**src/inc/pwt_pkg.sv**
```systemverilog
/*
 * Package for the programmable waveform timer: register offsets, field
 * positions, reset values and mode codes.
 * Assumes a 32-bit APB slave with one register per aligned word.
 */
package pwt_pkg;

    // register byte offsets (APB, one word each)
    localparam logic [7:0] PWT_OFS_CONTROL = 8'h00;
    localparam logic [7:0] PWT_OFS_IRQ_CTRL = 8'h04;
    localparam logic [7:0] PWT_OFS_MODE = 8'h08;
    localparam logic [7:0] PWT_OFS_OUTPUT = 8'h0C;
    localparam logic [7:0] PWT_OFS_PRESCALE = 8'h10;
    localparam logic [7:0] PWT_OFS_PRIMARY = 8'h14;
    localparam logic [7:0] PWT_OFS_SECONDARY = 8'h18;

    // timer_control fields
    localparam int PWT_CTL_RUN = 0;
    localparam int PWT_CTL_ACTIVE = 1;
    localparam int PWT_CTL_HALT = 2;
    // timer_interrupt_control fields
    localparam int PWT_IRQ_PEND = 6;
    localparam int PWT_IRQ_EN = 7;
    // timer_mode_config fields
    localparam int PWT_MODE_OP_LO = 0;
    localparam int PWT_MODE_WIDE = 2;
    localparam int PWT_MODE_RELOAD_ONLY = 3;
    localparam int PWT_MODE_SRC_LO = 4;
    localparam int PWT_MODE_GATE_OFF = 7;
    // timer_output_control fields
    localparam int PWT_OUT_POL = 0;
    localparam int PWT_OUT_PATH = 1;

    localparam logic [1:0] PWT_OPMODE_WAVE = 2'h1;
    localparam logic [2:0] PWT_SRC_F2 = 3'h3;
    localparam logic [7:0] PWT_RESET_BYTE = 8'h00;
    localparam logic [7:0] PWT_RESET_COUNT = 8'hFF;
    // system clock cycles per f2 tick
    localparam logic [7:0] PWT_F2_DIV = 8'h02;

    typedef enum logic [1:0] {
        PWT_IDLE,
        PWT_PRIMARY,
        PWT_SECONDARY
    } pwt_phase_t;

    // one APB request as seen by the register file
    typedef struct packed {
        logic wr;
        logic [7:0] ofs;
        logic [7:0] data;
    } pwt_req_t;

endpackage : pwt_pkg

```
**src/hw/pwt_src_tick.sv**
```systemverilog
/*
 * Count source generator: one tick per selected internal clock period.
 * Assumes the system clock drives CLK; only f2 and f1 are modelled.
 */
`timescale 1ns/1ps
module pwt_src_tick
    import pwt_pkg::*;
(
    input wire logic clk,
    input wire logic rst,
    input wire logic [2:0] src_sel,
    input wire logic gate_off,
    output logic tick
);

    logic [7:0] div_q;
    logic [7:0] div_len;

    // other source codes fall back to the undivided clock
    assign div_len = (src_sel == PWT_SRC_F2) ? PWT_F2_DIV : 8'h01;

    // free running divider, ticks are blocked when the source is cut off
    always_ff @(posedge clk or posedge rst) begin
        if (rst) begin
            div_q <= 8'h00;
            tick <= 1'b0;
        end else begin
            if (div_q + 8'h01 >= div_len) begin
                div_q <= 8'h00;
                tick <= !gate_off;
            end else begin
                div_q <= div_q + 8'h01;
                tick <= 1'b0;
            end
        end
    end

endmodule : pwt_src_tick

```
**src/hw/pwt_timer.sv**
```systemverilog
/*
 * Programmable waveform timer with APB register access.
 * Holds the register file, counters, interrupt flag and pin driver.
 * Assumes an APB master and inputs synchronous to CLK.
 * RST is asynchronous, active high; the pin is push-pull, output only.
 */
`timescale 1ns/1ps
////////////////////////////////////////////////////////////////////////////
// Overview of operation
// - writing run bit 1 starts counting, 0 stops it
// - read-only active flag shows counting state, may lag run bit
// - writing halt bit 1 stops at once; halt bit reads zero
// - halt also resets counters, reloads, run, active and output
// - interrupt enable bit gates the request onto the interrupt line
// - pending flag keeps its value through stop and halt; writing 0 clears it
// - in waveform mode, secondary-period underflow raises the request
// - mode field 0 1 selects waveform generation
// - wide select picks prescaler plus counter or one 16-bit counter
// - reload-only writes update reload values, not running counters
// - source field 0 1 1 selects the f2 internal clock
// - source gate bit 1 blocks the count source
// - polarity 0: high in primary, low in secondary and stopped
// - output path 0 puts the waveform on the pin
// - prescaler counts the source, any reload value 00h to FFh
// - primary register counts prescaler underflows, full 8-bit range
// - secondary register counts prescaler underflows, full 8-bit range
// - in 16-bit mode prescaler holds low byte, periods high bytes
////////////////////////////////////////////////////////////////////////////
module pwt_timer
    import pwt_pkg::*;
(
    input wire logic CLK,
    input wire logic RST,
    input wire logic PSEL,
    input wire logic PENABLE,
    input wire logic PWRITE,
    input wire logic [31:0] PADDR,
    input wire logic [31:0] PWDATA,
    output logic [31:0] PRDATA,
    output logic PREADY,
    output logic PSLVERR,
    output logic WAVEFORM_OUT_PIN,
    output logic TIMER_IRQ
);

    ////////////////////////////////////////////////////////////////////
    // register state

    logic count_run_request_q;
    logic count_active_flag_q;
    logic timer_irq_enable_q;
    logic timer_irq_pending_q;
    logic [7:0] mode_q;
    logic [1:0] outctl_q;
    logic [7:0] pre_reload_q;
    logic [7:0] pri_reload_q;
    logic [7:0] sec_reload_q;
    logic [7:0] pre_cnt_q;
    logic [7:0] per_cnt_q;
    pwt_phase_t phase_q;
    logic wave_q;
    pwt_req_t req;
    logic access;
    logic wr_en;
    logic halt;
    logic tick;
    logic wide_counter_sel;
    logic reload_only_write;
    logic wave_mode;
    logic pre_uf;
    logic per_uf;
    logic [15:0] cnt16;
    logic end_sec;
    logic running;
    logic addr_ok;
    logic [2:0] source_sel;
    logic source_gate_off;
    logic output_polarity_sel;
    logic output_path_sel;

    // one request word, so the decode below reads a single carrier
    assign req = {PWRITE, PADDR[7:0], PWDATA[7:0]};
    assign access = PSEL && PENABLE && PREADY;
    assign wr_en = access && req.wr && addr_ok;
    // high, misaligned or unmapped addresses are refused with an error
    assign addr_ok = (PADDR[31:8] == 24'h0) && (PADDR[1:0] == 2'h0)
        && (req.ofs <= PWT_OFS_SECONDARY);
    // halt is a write-only strobe, never stored, so it reads 0
    assign halt = wr_en && req.ofs == PWT_OFS_CONTROL
        && req.data[PWT_CTL_HALT];
    assign wide_counter_sel = mode_q[PWT_MODE_WIDE];
    assign reload_only_write = mode_q[PWT_MODE_RELOAD_ONLY];
    assign wave_mode = mode_q[PWT_MODE_OP_LO +: 2] == PWT_OPMODE_WAVE;
    assign running = count_active_flag_q && tick;

    // named mode and output fields
    assign source_sel = mode_q[PWT_MODE_SRC_LO +: 3];
    assign source_gate_off = mode_q[PWT_MODE_GATE_OFF];
    assign output_polarity_sel = outctl_q[PWT_OUT_POL];
    assign output_path_sel = outctl_q[PWT_OUT_PATH];

    ////////////////////////////////////////////////////////////////////
    // count source

    // divider runs free, so a start may wait up to one tick period
    pwt_src_tick u_src (
        .clk(CLK),
        .rst(RST),
        .src_sel(source_sel),
        .gate_off(source_gate_off),
        .tick(tick)
    );

    ////////////////////////////////////////////////////////////////////
    // APB slave: zero wait states, error on unmapped address

    always_ff @(posedge CLK or posedge RST) begin
        if (RST) begin
            PREADY <= 1'b0;
        end else begin
            // ready only in the access cycle, so every access takes two
            PREADY <= PSEL && !PENABLE;
        end
    end

    // answer data and error, registered with ready
    // built in the setup cycle so it stands for the whole access
    always_ff @(posedge CLK or posedge RST) begin
        if (RST) begin
            PRDATA <= 32'h0000_0000;
            PSLVERR <= 1'b0;
        end else if (PSEL && !PENABLE) begin
            PSLVERR <= !addr_ok;
            PRDATA <= 32'h0000_0000;
            if (!addr_ok || PWRITE) begin
                PRDATA <= 32'h0000_0000;
            end else if (req.ofs == PWT_OFS_CONTROL) begin
                PRDATA[PWT_CTL_RUN] <= count_run_request_q;
                PRDATA[PWT_CTL_ACTIVE] <= count_active_flag_q;
            end else if (req.ofs == PWT_OFS_IRQ_CTRL) begin
                PRDATA[PWT_IRQ_EN] <= timer_irq_enable_q;
                PRDATA[PWT_IRQ_PEND] <= timer_irq_pending_q;
            end else if (req.ofs == PWT_OFS_MODE) begin
                PRDATA[7:0] <= mode_q;
            end else if (req.ofs == PWT_OFS_OUTPUT) begin
                PRDATA[1:0] <= outctl_q;
            end else if (req.ofs == PWT_OFS_PRESCALE) begin
                // reload-only mode reads back the reload, else the count
                PRDATA[7:0] <= reload_only_write ? pre_reload_q : pre_cnt_q;
            end else if (req.ofs == PWT_OFS_PRIMARY) begin
                PRDATA[7:0] <= pri_reload_q;
            end else begin
                PRDATA[7:0] <= sec_reload_q;
            end
        end else begin
            PSLVERR <= 1'b0;
        end
    end

    ////////////////////////////////////////////////////////////////////
    // control register: run request and active flag

    always_ff @(posedge CLK or posedge RST) begin
        if (RST) begin
            count_run_request_q <= 1'b0;
        end else if (halt) begin
            count_run_request_q <= 1'b0;
        end else if (wr_en && req.ofs == PWT_OFS_CONTROL) begin
            count_run_request_q <= req.data[PWT_CTL_RUN];
        end
    end

    // active follows the request one clock later
    always_ff @(posedge CLK or posedge RST) begin
        if (RST) begin
            count_active_flag_q <= 1'b0;
        end else if (halt) begin
            count_active_flag_q <= 1'b0;
        end else begin
            count_active_flag_q <= count_run_request_q;
        end
    end

    ////////////////////////////////////////////////////////////////////
    // interrupt control

    // enable masks only the line, pending still records each secondary-period underflow in waveform mode
    always_ff @(posedge CLK or posedge RST) begin
        if (RST) begin
            timer_irq_enable_q <= 1'b0;
        end else if (wr_en && req.ofs == PWT_OFS_IRQ_CTRL) begin
            timer_irq_enable_q <= req.data[PWT_IRQ_EN];
        end
    end

    // an underflow in the clearing cycle wins over the clear
    always_ff @(posedge CLK or posedge RST) begin
        if (RST) begin
            timer_irq_pending_q <= 1'b0;
        end else if (end_sec && wave_mode) begin
            timer_irq_pending_q <= 1'b1;
        end else if (wr_en && req.ofs == PWT_OFS_IRQ_CTRL
                && !req.data[PWT_IRQ_PEND]) begin
            timer_irq_pending_q <= 1'b0;
        end
    end

    // registered so the request line comes straight from a flip-flop
    always_ff @(posedge CLK or posedge RST) begin
        if (RST) begin
            TIMER_IRQ <= 1'b0;
        end else begin
            TIMER_IRQ <= timer_irq_pending_q && timer_irq_enable_q;
        end
    end

    ////////////////////////////////////////////////////////////////////
    // mode and output configuration

    always_ff @(posedge CLK or posedge RST) begin
        if (RST) begin
            mode_q <= PWT_RESET_BYTE;
            outctl_q <= 2'h0;
        end else if (wr_en) begin
            if (req.ofs == PWT_OFS_MODE) begin
                mode_q <= req.data;
            end else if (req.ofs == PWT_OFS_OUTPUT) begin
                outctl_q <= req.data[1:0];
            end
        end
    end

    // reload values; halt returns them to their initial state
    always_ff @(posedge CLK or posedge RST) begin
        if (RST) begin
            pre_reload_q <= PWT_RESET_COUNT;
            pri_reload_q <= PWT_RESET_COUNT;
            sec_reload_q <= PWT_RESET_COUNT;
        end else if (halt) begin
            pre_reload_q <= PWT_RESET_COUNT;
            pri_reload_q <= PWT_RESET_COUNT;
            sec_reload_q <= PWT_RESET_COUNT;
        end else if (wr_en) begin
            if (req.ofs == PWT_OFS_PRESCALE) begin
                pre_reload_q <= req.data;
            end else if (req.ofs == PWT_OFS_PRIMARY) begin
                pri_reload_q <= req.data;
            end else if (req.ofs == PWT_OFS_SECONDARY) begin
                sec_reload_q <= req.data;
            end
        end
    end

    ////////////////////////////////////////////////////////////////////
    // counters

    // 16-bit mode: prescaler is low byte, period counter the high byte
    assign cnt16 = {per_cnt_q, pre_cnt_q};
    assign pre_uf = pre_cnt_q == 8'h00;
    assign per_uf = wide_counter_sel ? (cnt16 == 16'h0000)
        : (pre_uf && per_cnt_q == 8'h00);
    assign end_sec = running && per_uf && phase_q == PWT_SECONDARY;

    // the boundary tick itself reloads, so no tick is lost or added
    // between periods; only running ticks move the counters
    always_ff @(posedge CLK or posedge RST) begin
        if (RST) begin
            pre_cnt_q <= PWT_RESET_COUNT;
            per_cnt_q <= PWT_RESET_COUNT;
            phase_q <= PWT_IDLE;
        end else if (halt) begin
            pre_cnt_q <= PWT_RESET_COUNT;
            per_cnt_q <= PWT_RESET_COUNT;
            phase_q <= PWT_IDLE;
        end else begin
            case (phase_q)
                PWT_IDLE: begin
                    // start loads both counters, first phase primary
                    if (count_active_flag_q) begin
                        pre_cnt_q <= pre_reload_q;
                        per_cnt_q <= pri_reload_q;
                        phase_q <= PWT_PRIMARY;
                    end else if (wr_en && !reload_only_write) begin
                        // direct writes also load the stopped counter
                        if (req.ofs == PWT_OFS_PRESCALE) begin
                            pre_cnt_q <= req.data;
                        end else if (req.ofs == PWT_OFS_PRIMARY) begin
                            per_cnt_q <= req.data;
                        end
                    end
                end
                default: begin
                    // a stop keeps the counts; the next start reloads
                    if (!count_active_flag_q) begin
                        phase_q <= PWT_IDLE;
                    end else if (running && per_uf) begin
                        // period boundary: swap phase and reload
                        pre_cnt_q <= pre_reload_q;
                        per_cnt_q <= (phase_q == PWT_PRIMARY)
                            ? sec_reload_q : pri_reload_q;
                        phase_q <= (phase_q == PWT_PRIMARY)
                            ? PWT_SECONDARY : PWT_PRIMARY;
                    end else if (running && wide_counter_sel) begin
                        {per_cnt_q, pre_cnt_q} <= cnt16 - 16'h0001;
                    end else if (running && pre_uf) begin
                        pre_cnt_q <= pre_reload_q;
                        per_cnt_q <= per_cnt_q - 8'h01;
                    end else if (running) begin
                        pre_cnt_q <= pre_cnt_q - 8'h01;
                    end
                end
            endcase
        end
    end

    ////////////////////////////////////////////////////////////////////
    // waveform output

    always_ff @(posedge CLK or posedge RST) begin
        if (RST) begin
            wave_q <= 1'b0;
        end else if (halt || phase_q == PWT_IDLE || !wave_mode) begin
            // other modes park the level too, never a stale phase
            wave_q <= output_polarity_sel;
        end else begin
            wave_q <= (phase_q == PWT_PRIMARY) ^ output_polarity_sel;
        end
    end

    // path 1 parks the pin at the stop level
    always_ff @(posedge CLK or posedge RST) begin
        if (RST) begin
            WAVEFORM_OUT_PIN <= 1'b0;
        end else if (!output_path_sel) begin
            WAVEFORM_OUT_PIN <= wave_q;
        end else begin
            WAVEFORM_OUT_PIN <= output_polarity_sel;
        end
    end

endmodule : pwt_timer

```
**config.mk**
```make
export PLATFORM = sky130hd
export DESIGN_NAME = pwt_timer
export DESIGN_NICKNAME = d
export VERILOG_FILES = /design/src/inc/pwt_pkg.sv /design/src/hw/pwt_src_tick.sv /design/src/hw/pwt_timer.sv
export SDC_FILE = /design/constraint.sdc
export NUM_CORES = 1
export LEC_CHECK = 0
export BUFFER_PORTS_ARGS = -buffer_cell sky130_fd_sc_hd__buf_2
export CORE_UTILIZATION = 35
export CTS_BUF_LIST = sky130_fd_sc_hd__clkbuf_4 sky130_fd_sc_hd__clkbuf_8
export DETAILED_ROUTE_END_ITERATION = 8
export PLACE_DENSITY_LB_ADDON = 0.25
export SYNTH_ARGS = -nofsm -noshare
export SYNTH_HDL_FRONTEND = slang
export SYNTH_HIERARCHICAL = 1
export SYNTH_SLANG_ARGS = --single-unit
```
**constraint.sdc**
```tcl
create_clock -name CLK -period 3.62 [get_ports CLK]
set_clock_uncertainty 0.2 [all_clocks]
set_input_delay 0.181 -clock CLK [delete_from_list [all_inputs] [get_ports CLK]]
set_output_delay 0.181 -clock CLK [all_outputs]
set_load 0.01 [all_outputs]
```
==> impl_metrics.env <==
export IMPL_outcome="complete, no violations"
export IMPL_dr_first_iter_drc_count=306
export IMPL_hold_violations=0
export IMPL_grt_pass1_wl_um=21800
export IMPL_maxCapViolCount=0
export IMPL_synth_edf_count=0
export IMPL_critical_path_top_delay_family="simple AND/OR/NAND/NOR gates"
export IMPL_wl_met3_um=744
export IMPL_tightest_slew_ns=0.939
export IMPL_seqPwrFrac=0.484
export IMPL_post_cts_buffers=0
export IMPL_synthArstFlopShare=1.00
export IMPL_drt_pass1_iterations=5
export IMPL_rsz0062_at_grt="no"
export IMPL_worstPathMaxFanout=7
export IMPL_grt_antenna_before_repair=0
export IMPL_core_area_sq_um=13500
export IMPL_setup_tns_ns=0
export IMPL_cts_max_level=3
export IMPL_finalCritPeriodShare=0.773
export IMPL_cts_tree="built"
export IMPL_worst_setup_path_start_kind="register"
export IMPL_min_path_cells=3
export IMPL_hold_class="in -> reg"
export IMPL_clk_insertion_delay_late_ns=0.37
export IMPL_power_density_nw_per_um2=323
export IMPL_grt_max_degree=45
export IMPL_p_comb_frac=0.056
export IMPL_diodes=0
export IMPL_drc_errors=0
export IMPL_clock_fmax_ghz=0.357
export IMPL_worst_r2r_endpoint="per_cnt_q[6]$_DFFE_PP1P_"
export IMPL_syn_to_final_growth_pct=14.6
export IMPL_ir_drop_mv=0.243
export IMPL_cp_cell_sequence="or4_1 -> or3_1 -> nor2_1 -> a31oi_1 -> o21ai_0 -> a211o_1"
export IMPL_path_clk_slew_ns=0.08
export IMPL_p_int_mw=1.41
export IMPL_fin_util=0.419
export IMPL_r2r_start="per_cnt_q[3]$_DFFE_PP1P_"
export IMPL_seq_area_frac_synth=0.407
export IMPL_ys_warn_count=6
export IMPL_cp_num_buf_inv=0
export IMPL_fin_cells=776
export IMPL_die_w_um=121
export IMPL_syn_area_sq_um=4920
export IMPL_gr_total_overflow=0
export IMPL_cts_root_buf="clkbuf_8"
export IMPL_row_count=42
export IMPL_cp_slowest_stage_delay_ns=0.59
export IMPL_met1_length_um=6080
export IMPL_cts_buffer_depth=2
export IMPL_ant_nets=0
export IMPL_wl_um=13300
export IMPL_dpl_hpwl_um=9640
export IMPL_finalSetupViolCount=0
export IMPL_worstPathArrival_ns=2.92
export IMPL_initial_utilization=0.366
export IMPL_highest_signal_layer="met4"
export IMPL_synth_cell_types=71
export IMPL_min_from="PENABLE"
export IMPL_cts_resized=0
export IMPL_via_per_inst=5.48
export IMPL_fin_nets=671
export IMPL_netSwitchingFraction=0.228
export IMPL_cts_buffers=9
export IMPL_drv_slew=0
export IMPL_leakagePower_nw=2.52
export IMPL_wl_met2_um=6260
export IMPL_portBuffers=56
export IMPL_p_sw_mw=0.415
export IMPL_r2r_cells=6
export IMPL_fin_crit_ns=2.80
export IMPL_final_common_cell="nand2_1"
export IMPL_vias=4254
export IMPL_gp_congestion=0.855
export IMPL_endpoint_kind="register"
export IMPL_placed_cells=750
export IMPL_clkPwrFrac=0.460
export IMPL_first_global_vias=4063
export IMPL_avgSynthCellArea_sq_um=9.28
export IMPL_required_ns=3.74
export IMPL_wl_per_cell_um=17.2
export IMPL_netlist_instances=530
export IMPL_io_pins=105
export IMPL_grt_usage=0.196
export IMPL_ys_flop_type="dfstp_2"
export IMPL_ys_seq_elements=78
export IMPL_cts_sinks=78
export IMPL_hold_end="PSLVERR$_DFF_PP0_"
export IMPL_final_cell_mix="nand2_1 (65), buf_2 (56), mux2i_1 (43)"
export IMPL_total_power_mw=1.82
export IMPL_path_class="reg -> reg"
export IMPL_worst_path_max_delay_cell="or4_1"
export IMPL_dieArea_sq_um=14500
export IMPL_maxSlewHeadroom=0.373
export IMPL_regToRegSetupSlack_ns=0.82
export IMPL_layout_drive_gt1_share=0.263
export IMPL_die_y_um=121
## worst max-delay path by stage
stage | start | endpoint | slack [ns] | cells past startpoint
6_report | per_cnt_q[3]$_DFFE_PP1P_ | per_cnt_q[6]$_DFFE_PP1P_ | 0.82 | 6
5_1_grt | per_cnt_q[3]$_DFFE_PP1P_ | per_cnt_q[6]$_DFFE_PP1P_ | 0.70 | 6
4_1_cts | PADDR[0] | pre_cnt_q[4]$_DFFE_PP1P_ | 0.85 | 7
3_5_place_dp | PADDR[0] | pre_cnt_q[7]$_DFFE_PP1P_ | 0.44 | 7
3_3_place_gp | PADDR[0] | pre_cnt_q[0]$_DFFE_PP1P_ | 0.49 | 7
2_1_floorplan | PADDR[0] | PRDATA[7]$_DFFE_PP0P_ | 1.01 | 5
## worst min-delay path, stage by stage
cell and delay (ns):
buf_2 0.08, or2b_2 0.23, nor2_1 0.06
## cells by family (layout without fill, tap and decap cells)
group | after synthesis | after routing | synth area share
simple gates | 198 | 198 | 0.211
compound gates | 117 | 117 | 0.156
flops | 78 | 78 | 0.407
buf+inv | 64 | 106 | 0.0745
mux | 58 | 58 | 0.122
fa+ha+maj | 7 | 7 | 0.0178
xor+xnor | 6 | 6 | 0.0107
other cells | 2 | 30 | 0.00153
## registers in the layout (all words and copies together) (netlist names)
register	flops
count_run_request_q	1
TIMER_IRQ	1
PSLVERR	1
timer_irq_pending_q	1
sec_reload_q	8
count_active_flag_q	1
phase_q	2
outctl_q	2
u_src/div_q	8
mode_q	8
timer_irq_enable_q	1
PRDATA	8
wave_q	1
u_src/tick	1
WAVEFORM_OUT_PIN	1
per_cnt_q	8
PREADY	1
pre_cnt_q	8
pri_reload_q	8
pre_reload_q	8
## per-stage QoR
stage               worst slack, ns  hold slack, ns  instance area [sq um]
finish                        0.823          0.0291                   5640
global route                  0.702          0.0526                   5640
CTS                           0.852          0.0207                   5640
detailed placement            0.438         -0.0262                   5280
global placement              0.491         -0.0295                   5280
floorplan                      1.01          -0.191                   5030
## power groups by stage
stage                     Sequential [mW]  Combinational (mW)  Clock, mW
final                               0.882               0.103      0.839
after global routing                0.883               0.116      0.890
after CTS                           0.882               0.104      0.853
after detailed placement            0.898              0.0953          0
after global placement              0.897              0.0934          0
after floorplan                     0.897              0.0693          0
## synthesized netlist by cell type, types with 6 or more instances
master    count  share of area
a21oi_1      20          0.020
nand2b_1      7         0.0089
nor2_1       34          0.026
inv_1        14          0.011
or3_1         6         0.0076
nand2_1      65          0.050
ha_1          7          0.018
nor3_1       17          0.017
dfrtp_1      38           0.19
o221ai_1      6          0.011
o21ai_0      38          0.039
nor4_1        8          0.010
nand3_1      13          0.013
mux2_2       15          0.034
buf_4        24          0.037
mux2i_1      43          0.087
a31oi_1      10          0.013
dfstp_2      40           0.21
clkbuf_1     14          0.011
## routing by layer
layer  track usage  up-vias
met1         0.266     2098
met5             0        -
li1              -     1998
met3        0.0382       15
met2         0.311      143
met4        0.0710        0
## final cells by class
class	count	area [sq um]
fillers	1373	7810
multi-input cells	416	2660
flip-flops and latches	78	2000
repair buffers	75	448
well taps	176	220
clock buffers	11	151
clock inverters	5	105
inverters	15	56.3
## repair_timing
action                                  in CTS  in global routing
hold endpoints to repair                    60                  0
hold buffers                                10                  0
endpoints found under the setup margin       0                  0
Note: power is estimated with default switching activity, not from simulation.
